File: config.mk
export PLATFORM = sky130hd
export DESIGN_NAME = qec_counter
export DESIGN_NICKNAME = d
export VERILOG_FILES = /design/src/hdl/qec_counter.v
export VERILOG_INCLUDE_DIRS = /design/src /design/src/hdl
export SDC_FILE = /design/constraint.sdc
export NUM_CORES = 1
export LEC_CHECK = 0
export BUFFER_PORTS_ARGS = -buffer_cell sky130_fd_sc_hd__buf_2
export CORE_ASPECT_RATIO = 0.9
export CORE_MARGIN = 3
export CORE_UTILIZATION = 40
export DETAILED_ROUTE_END_ITERATION = 8
export GPL_TIMING_DRIVEN = 0
export PLACE_DENSITY = 0.67
export SYNTH_ARGS = -nofsm -noshare
export SYNTH_HDL_FRONTEND = slang
export SYNTH_SLANG_ARGS = --single-unit
File: constraint.sdc
create_clock -name i_clock -period 5.6 [get_ports i_clock]
set_clock_uncertainty 0.15 [all_clocks]
set_input_delay 0.56 -clock i_clock [delete_from_list [all_inputs] [get_ports i_clock]]
set_output_delay 0.56 -clock i_clock [all_outputs]
set_load 0.05 [all_outputs]
File: src/hdl/qec_consts.vh
// Constants for the quadrature encoder counter: offsets, fields, resets, timing
`ifndef QEC_CONSTS_VH
`define QEC_CONSTS_VH

// ----------------------------------------------------------------------------
// Register byte offsets
// ----------------------------------------------------------------------------
`define QEC_OFS_CTRL    12'h000
`define QEC_OFS_STATUS  12'h004
`define QEC_OFS_COUNT   12'h008
`define QEC_OFS_RAW     12'h00c

// ----------------------------------------------------------------------------
// Control register fields
// ----------------------------------------------------------------------------
`define QEC_CTRL_ARM        0
`define QEC_CTRL_CLEAR      1
`define QEC_CTRL_SINGLE     2
`define QEC_CTRL_FILTER     3
`define QEC_CTRL_IDX_RISE   4
`define QEC_CTRL_GATE_EN    5
`define QEC_CTRL_GATE_LOW   6
`define QEC_CTRL_W          7
`define QEC_CTRL_RESET      7'h08

// ----------------------------------------------------------------------------
// Status register fields
// ----------------------------------------------------------------------------
`define QEC_STAT_ARM        0
`define QEC_STAT_A          1
`define QEC_STAT_B          2
`define QEC_STAT_IDX        3
`define QEC_STAT_GATE       4

// ----------------------------------------------------------------------------
// Filter timing in sample clocks
// ----------------------------------------------------------------------------
`define QEC_FILT_LONG   4'd15
`define QEC_FILT_SHORT  4'd3

`endif

File: src/hdl/qec_counter.v
// Quadrature encoder counter with glitch filter, index clear and APB registers
`timescale 1ns/1ps
`include "qec_consts.vh"

// Functional notes
// - Keep a signed 32-bit count of edges since that count was last cleared.
// - While armed, the next qualified index clears the count and the arm bit together.
// - Keep a second signed total of all edges, untouched by index or clear.
// - While clear is set the count is held at zero.
// - Single-phase bit low selects quadrature, high selects A-step B-direction.
// - Filter on needs 15 stable clocks to accept a change, off needs 3.
// - The same filter applies to phase A, phase B and index.
// - Index polarity bit high triggers on rising index, low on falling, only while armed.
// - With gating enabled an index counts only while the gate is qualifying.
// - Gate polarity high needs gate low, low needs gate high.
// - Quadrature counts every edge where only one phase moves, four per line.
// - Single-phase counts on each rising A edge, direction from B.
// - A build parameter selects three or four inputs per channel.
module qec_counter #(
    parameter HAS_GATE = 1
) (
    input  wire        i_clock,
    input  wire        i_rst,
    input  wire        i_phase_a,
    input  wire        i_phase_b,
    input  wire        i_index,
    input  wire        i_index_gate,
    input  wire        psel,
    input  wire        penable,
    input  wire        pwrite,
    input  wire [11:0] paddr,
    input  wire [31:0] pwdata,
    input  wire [3:0]  pstrb,
    output wire        pready,
    output wire        pslverr,
    output reg  [31:0] prdata
);

// ----------------------------------------------------------------------------
// Registers and state
// ----------------------------------------------------------------------------
reg  [`QEC_CTRL_W-1:0] ctrl_ff;
reg  [2:0]             filt_ff;
reg  [3:0]             cnt_a_ff;
reg  [3:0]             cnt_b_ff;
reg  [3:0]             cnt_i_ff;
reg  [2:0]             prev_ff;
reg  signed [31:0]     count_ff;
reg  signed [31:0]     raw_ff;
reg  [31:0]            nxt_rdata;

wire       wr_en   = psel & penable & pwrite;
wire       rd_en   = psel & ~penable & ~pwrite;
wire [3:0] need    = ctrl_ff[`QEC_CTRL_FILTER] ? `QEC_FILT_LONG : `QEC_FILT_SHORT;
wire       gate_in = (HAS_GATE != 0) ? i_index_gate : 1'b0;

assign pready  = 1'b1;
assign pslverr = 1'b0;

// Counter of stable mismatching samples; accepts once it reaches the need
function [3:0] filt_step;
    input       raw;
    input       cur;
    input [3:0] cnt;
    input [3:0] lim;
    begin
        if (raw == cur)
            filt_step = 4'd0;
        else if (cnt >= lim - 4'd1)
            filt_step = 4'd0;
        else
            filt_step = cnt + 4'd1;
    end
endfunction

function accept;
    input       raw;
    input       cur;
    input [3:0] cnt;
    input [3:0] lim;
    begin
        accept = (raw != cur) && (cnt >= lim - 4'd1);
    end
endfunction

// ----------------------------------------------------------------------------
// Glitch filter, shared form for all three inputs
// ----------------------------------------------------------------------------
always @(posedge i_clock) begin
    if (i_rst) begin
        filt_ff  <= 3'h0;
        cnt_a_ff <= 4'h0;
        cnt_b_ff <= 4'h0;
        cnt_i_ff <= 4'h0;
    end else begin
        cnt_a_ff <= filt_step(i_phase_a, filt_ff[0], cnt_a_ff, need);
        cnt_b_ff <= filt_step(i_phase_b, filt_ff[1], cnt_b_ff, need);
        cnt_i_ff <= filt_step(i_index, filt_ff[2], cnt_i_ff, need);
        if (accept(i_phase_a, filt_ff[0], cnt_a_ff, need))
            filt_ff[0] <= i_phase_a;
        if (accept(i_phase_b, filt_ff[1], cnt_b_ff, need))
            filt_ff[1] <= i_phase_b;
        if (accept(i_index, filt_ff[2], cnt_i_ff, need))
            filt_ff[2] <= i_index;
    end
end

// ----------------------------------------------------------------------------
// Decoder
// ----------------------------------------------------------------------------
reg  step_up;
reg  step_dn;
wire a_now  = filt_ff[0];
wire b_now  = filt_ff[1];
wire a_old  = prev_ff[0];
wire b_old  = prev_ff[1];

always @* begin
    step_up = 1'b0;
    step_dn = 1'b0;
    if (ctrl_ff[`QEC_CTRL_SINGLE]) begin
        if (a_now & ~a_old) begin
            step_up = ~b_now;
            step_dn = b_now;
        end
    end else begin
        // Gray step: exactly one phase moved; both moving is illegal
        if ((a_now ^ a_old) & ~(b_now ^ b_old)) begin
            step_up = a_now ^ b_now;
            step_dn = ~(a_now ^ b_now);
        end else if ((b_now ^ b_old) & ~(a_now ^ a_old)) begin
            step_up = ~(a_now ^ b_now);
            step_dn = a_now ^ b_now;
        end
    end
end

// ----------------------------------------------------------------------------
// Index qualification
// ----------------------------------------------------------------------------
wire idx_edge = ctrl_ff[`QEC_CTRL_IDX_RISE] ? (filt_ff[2] & ~prev_ff[2])
                                              : (~filt_ff[2] & prev_ff[2]);
wire gate_ok  = ctrl_ff[`QEC_CTRL_GATE_LOW] ? ~gate_in : gate_in;
wire idx_hit  = ctrl_ff[`QEC_CTRL_ARM] & idx_edge &
                (~ctrl_ff[`QEC_CTRL_GATE_EN] | gate_ok);

// ----------------------------------------------------------------------------
// Counts and control register
// ----------------------------------------------------------------------------
always @(posedge i_clock) begin
    if (i_rst) begin
        prev_ff  <= 3'h0;
        count_ff <= 32'sh0;
        raw_ff   <= 32'sh0;
        ctrl_ff  <= `QEC_CTRL_RESET;
    end else begin
        prev_ff <= filt_ff;
        if (step_up)
            raw_ff <= raw_ff + 32'sh1;
        else if (step_dn)
            raw_ff <= raw_ff - 32'sh1;
        if (ctrl_ff[`QEC_CTRL_CLEAR] || idx_hit)
            count_ff <= 32'sh0;
        else if (step_up)
            count_ff <= count_ff + 32'sh1;
        else if (step_dn)
            count_ff <= count_ff - 32'sh1;
        if (wr_en && paddr == `QEC_OFS_CTRL && pstrb[0])
            ctrl_ff <= pwdata[`QEC_CTRL_W-1:0];
        // Index clears arm after the write so a hit in the same cycle wins
        if (idx_hit)
            ctrl_ff[`QEC_CTRL_ARM] <= 1'b0;
    end
end

// ----------------------------------------------------------------------------
// APB read data, registered in setup so it is ready in the access phase
// ----------------------------------------------------------------------------
always @* begin
    nxt_rdata = 32'h0;
    case (paddr)
        `QEC_OFS_CTRL:   nxt_rdata = {25'h0, ctrl_ff};
        `QEC_OFS_STATUS: nxt_rdata = {27'h0, gate_in, filt_ff[2], filt_ff[1],
                                      filt_ff[0], ctrl_ff[`QEC_CTRL_ARM]};
        `QEC_OFS_COUNT:  nxt_rdata = count_ff;
        `QEC_OFS_RAW:    nxt_rdata = raw_ff;
        default:         nxt_rdata = 32'h0;
    endcase
end

always @(posedge i_clock) begin
    if (i_rst)
        prdata <= 32'h0;
    else if (rd_en)
        prdata <= nxt_rdata;
end

endmodule // qec_counter

==> impl_metrics.py <==
metrics = {
    "clock_network": {
        "clock_sinks": 121,
        "cts_tree": "yes",
        "cts_buffer_depth": 2,
        "cts_buffers": 17,
        "clk_pin_slew_worst_paths_ns": 0.06,
        "cts_setup_buffers": 0,
        "h-tree-depth": 4,
        "clk_latency_ns": 0.43,
        "root_buffer": "clkbuf_16",
    },
    "placed_design": {
        "placed_area_sq_um": 8010,
        "portBuffers": 58,
        "hpwl_um": 16790,
        "dp_cells": 1256,
        "gp_congestion": 0.9724,
    },
    "drt": {
        "drc": 0,
        "drt_pass1_iterations": 6,
        "routedWlPerCell_um": 18.12,
        "ant_nets": 0,
        "vias": 7504,
        "viasPerCell": 5.831,
        "drtIter0Drc": 809,
        "routed_wl_um": 23320,
    },
    "setup_path": {
        "worstPathArrival_ns": 5.12,
        "critPathCaptureType": "register",
        "cp-start-kind": "register",
        "crit_fanout": 19,
        "critPathKind": "register to register",
        "reg2reg_setup_slack_ns": 0.63,
        "worstPathRequired_ns": 5.75,
    },
    "logic_synthesis": {
        "postSynthAreaPerCell_sq_um": 7.745,
        "synth_seq_cells": 121,
        "synth_edf_count": 0,
        "netlist_instances": 958,
        "ys_seq_area_share_pct": 32.65,
        "synth_area_sq_um": 7420,
        "ys_async_sr_fraction_pct": 0,
        "synth.net_count": 1030,
        "synth_cell_types": 66,
        "synth_warnings": 0,
        "ys.flop_type": "dfxtp_1",
    },
    "grt": {
        "grt_usage_pct": 23.23,
        "grt_first_pass_wirelength_um": 37250,
        "antenna_found_initial": 0,
        "grt_pass1_vias": 6876,
        "grt-ovfl-total": 0,
        "grt_max_degree": 17,
    },
    "die": {
        "die-area_sq_um": 20220,
        "num_rows": 46,
        "core_area_sq_um": 17900,
        "fp.dieH_um": 135.2,
        "die_x_um": 149.6,
        "ios": 91,
        "start_util_pct": 41.45,
    },
    "timing": {
        "max_freq_ghz": 0.2012,
        "slew_headroom_pct": 40.13,
        "finalHoldViolations": 0,
        "setup_tns_ns": 0,
        "worst_pin_slew_ns": 0.8898,
        "post-route-period-util_pct": 88.76,
        "finalSetupViolations": 0,
        "fin_crit_ns": 4.970,
        "slew_viol_final": 0,
        "rsz0062_at_grt": "false",
    },
    "run": {
        "max_cap_violations": 0,
    },
    "final_layout": {
        "nets": 1106,
        "drive_above_1_share_pct": 11.46,
        "area_delta_synth_final_pct": 15.46,
        "fillers": 1814,
        "n_antenna_cell": 0,
        "multi_input_area_sq_um": 4603,
        "final_area_sq_um": 8567,
        "seq_area_sq_um": 2422,
        "stdcell_count": 1287,
    },
    "power_and_ir_drop": {
        "ir_drop_mv": 0.2107,
        "p_per_area_nw_per_um2": 229.2,
        "power_leakage_nw": 3.333,
    },
    "min_path": {
        "min_path_type": "input port to register",
    },
    "outcome": {
        "status": "complete, no violations",
    },
}
==> kinds of logic after synthesis <==
family	count (synthesis)	synth area share, %
multiplexers	39	6.071
buffers and inverters	101	5.379
AO/OA/AOI/OAI	190	17.64
flip-flops	121	32.65
adder cells (fa/ha/maj)	15	2.530
other	2	0.1012
AND/OR/NAND/NOR	427	27.94
XOR/XNOR	63	7.690
==> final cells by class <==
class / instances / share of cell area [%]
multi-input cells: 736 / 53.73
flip-flops and latches: 121 / 28.28
clock buffers: 18 / 5.126
plain buffers: 88 / 4.089
well taps: 240 / 3.505
repair buffers: 58 / 3.388
clock inverters: 14 / 1.358
inverters: 12 / 0.5258
==> worst max-delay path: stages (launching register included) <==
cell	delay, ns
dfxtp_1	0.49
ha_1	0.34
xnor2_4	0.16
mux2i_2	0.22
o21ai_2	0.30
buf_2	0.33
buf_2	0.45
xnor2_1	0.17
ha_1	0.20
inv_1	0.10
nor4_1	0.63
nand2_1	0.11
a22oi_1	0.39
a32o_1	0.31
mux2i_1	0.23
xor2_1	0.18
nor2_1	0.06
==> repair_timing <==
| item | in CTS | in global routing |
|---|---|---|
| setup endpoints to repair | 0 | 4 |
| gates resized for setup | 0 | 1 |
| hold buffers | 0 | 0 |
| hold endpoints to repair | 0 | 0 |
==> final timing paths <==
kind / start / depth (start not counted) / endpoint
setup / recovery: filt_ff[0]$_SDFFE_PP0P_ / 16 / raw_ff[28]$_SDFFE_PP0P_
hold / removal: pwdata[5] / 3 / ctrl_ff[5]$_SDFFE_PP0P_
setup reg to reg: filt_ff[0]$_SDFFE_PP0P_ / 16 / raw_ff[28]$_SDFFE_PP0P_
hold reg to reg: cnt_i_ff[0]$_SDFF_PP0_ / 1 / cnt_i_ff[0]$_SDFF_PP0_
==> flip-flops by register name, indices dropped and copies added, names as in the netlist <==
register  flops
cnt_a_ff      4
cnt_b_ff      4
cnt_i_ff      4
count_ff     32
ctrl_ff       7
filt_ff       3
prdata       32
prev_ff       3
raw_ff       32
==> routing by layer <==
metal / GRT usage (%) / share of wire [%] / vias to the layer above
met2: 34.60 / 43 / 343
met5: 0 / 0 / -
met3: 4.717 / 10 / 35
li1: - / - / 3585
met1: 34.03 / 45 / 3541
met4: 6.711 / 1.7 / 0
==> metrics by stage <==
stage / util [%] / worst slack, ns / hold WS, ns / power, mW
2_1_floorplan: - / 1.527 / 0.2797 / 0.9140
3_3_place_gp: 44.75 / 0.3366 / 0.2953 / 0.9373
3_5_place_dp: 44.75 / 0.2949 / 0.2992 / 0.9379
4_1_cts: 47.85 / 0.2303 / 0.2082 / 1.974
5_1_grt: 47.86 / 0.3511 / 0.2370 / 2.014
6_report: 47.86 / 0.6296 / 0.2148 / 1.963
==> synthesized netlist by cell type (3+ instances only) <==
| library cell | instances | area [sq um] |
|---|---|---|
| a211o_1 | 3 | 26.28 |
| a21o_1 | 3 | 22.52 |
| a21oi_1 | 41 | 205.2 |
| a22o_1 | 25 | 219.0 |
| a22oi_1 | 30 | 225.2 |
| a31oi_1 | 9 | 56.30 |
| and2_1 | 6 | 37.54 |
| and3_1 | 15 | 93.84 |
| buf_1 | 8 | 30.03 |
| buf_2 | 7 | 35.03 |
| buf_4 | 3 | 22.52 |
| clkbuf_1 | 71 | 266.5 |
| dfxtp_1 | 121 | 2422 |
| ha_1 | 15 | 187.7 |
| inv_1 | 12 | 45.04 |
| mux2_2 | 5 | 56.30 |
| mux2i_1 | 29 | 290.3 |
| mux4_2 | 4 | 90.09 |
| nand2_1 | 57 | 214.0 |
| nand2b_1 | 5 | 31.28 |
| nand3_1 | 35 | 175.2 |
| nand4_1 | 28 | 175.2 |
| nor2_1 | 165 | 619.3 |
| nor2b_1 | 7 | 43.79 |
| nor3_1 | 32 | 160.2 |
| nor3b_1 | 8 | 60.06 |
| nor4_1 | 32 | 200.2 |
| nor4b_1 | 6 | 52.55 |
| o211ai_1 | 5 | 37.54 |
| o21a_1 | 8 | 60.06 |
| o21ai_0 | 31 | 155.2 |
| o22ai_1 | 3 | 18.77 |
| o32ai_1 | 3 | 26.28 |
| or2_2 | 5 | 31.28 |
| or3_1 | 17 | 106.4 |
| or4_1 | 3 | 22.52 |
| xnor2_1 | 33 | 289.0 |
| xor2_1 | 29 | 254.0 |
==> cell usage in the layout (no fill, tap or decap), types with 6 or more instances in the layout <==
cell         n
dfxtp_1    121
nor4_1      32
clkbuf_16   17
o21a_1       8
o21ai_0     31
or3_1       17
nor3_1      31
nand2_1     57
nand3_1     35
mux2i_1     29
a22oi_1     30
clkbuf_1    71
nor2b_1      7
and2_1       6
nor2_1     165
a31oi_1      9
buf_1        7
nor3b_1      8
a21oi_1     41
xnor2_1     33
xor2_1      29
ha_1        15
and3_1      15
nand4_1     28
inv_1       12
buf_2       65
nor4b_1      6
a22o_1      25
==> where the power goes <==
part	total, mW	switching (mW)	internal, mW
Combinational	0.0537	0.0367	0.0169
Clock	1.04	0.458	0.587
Sequential	0.865	0.00213	0.863
Power figures use the tool's default switching activity.
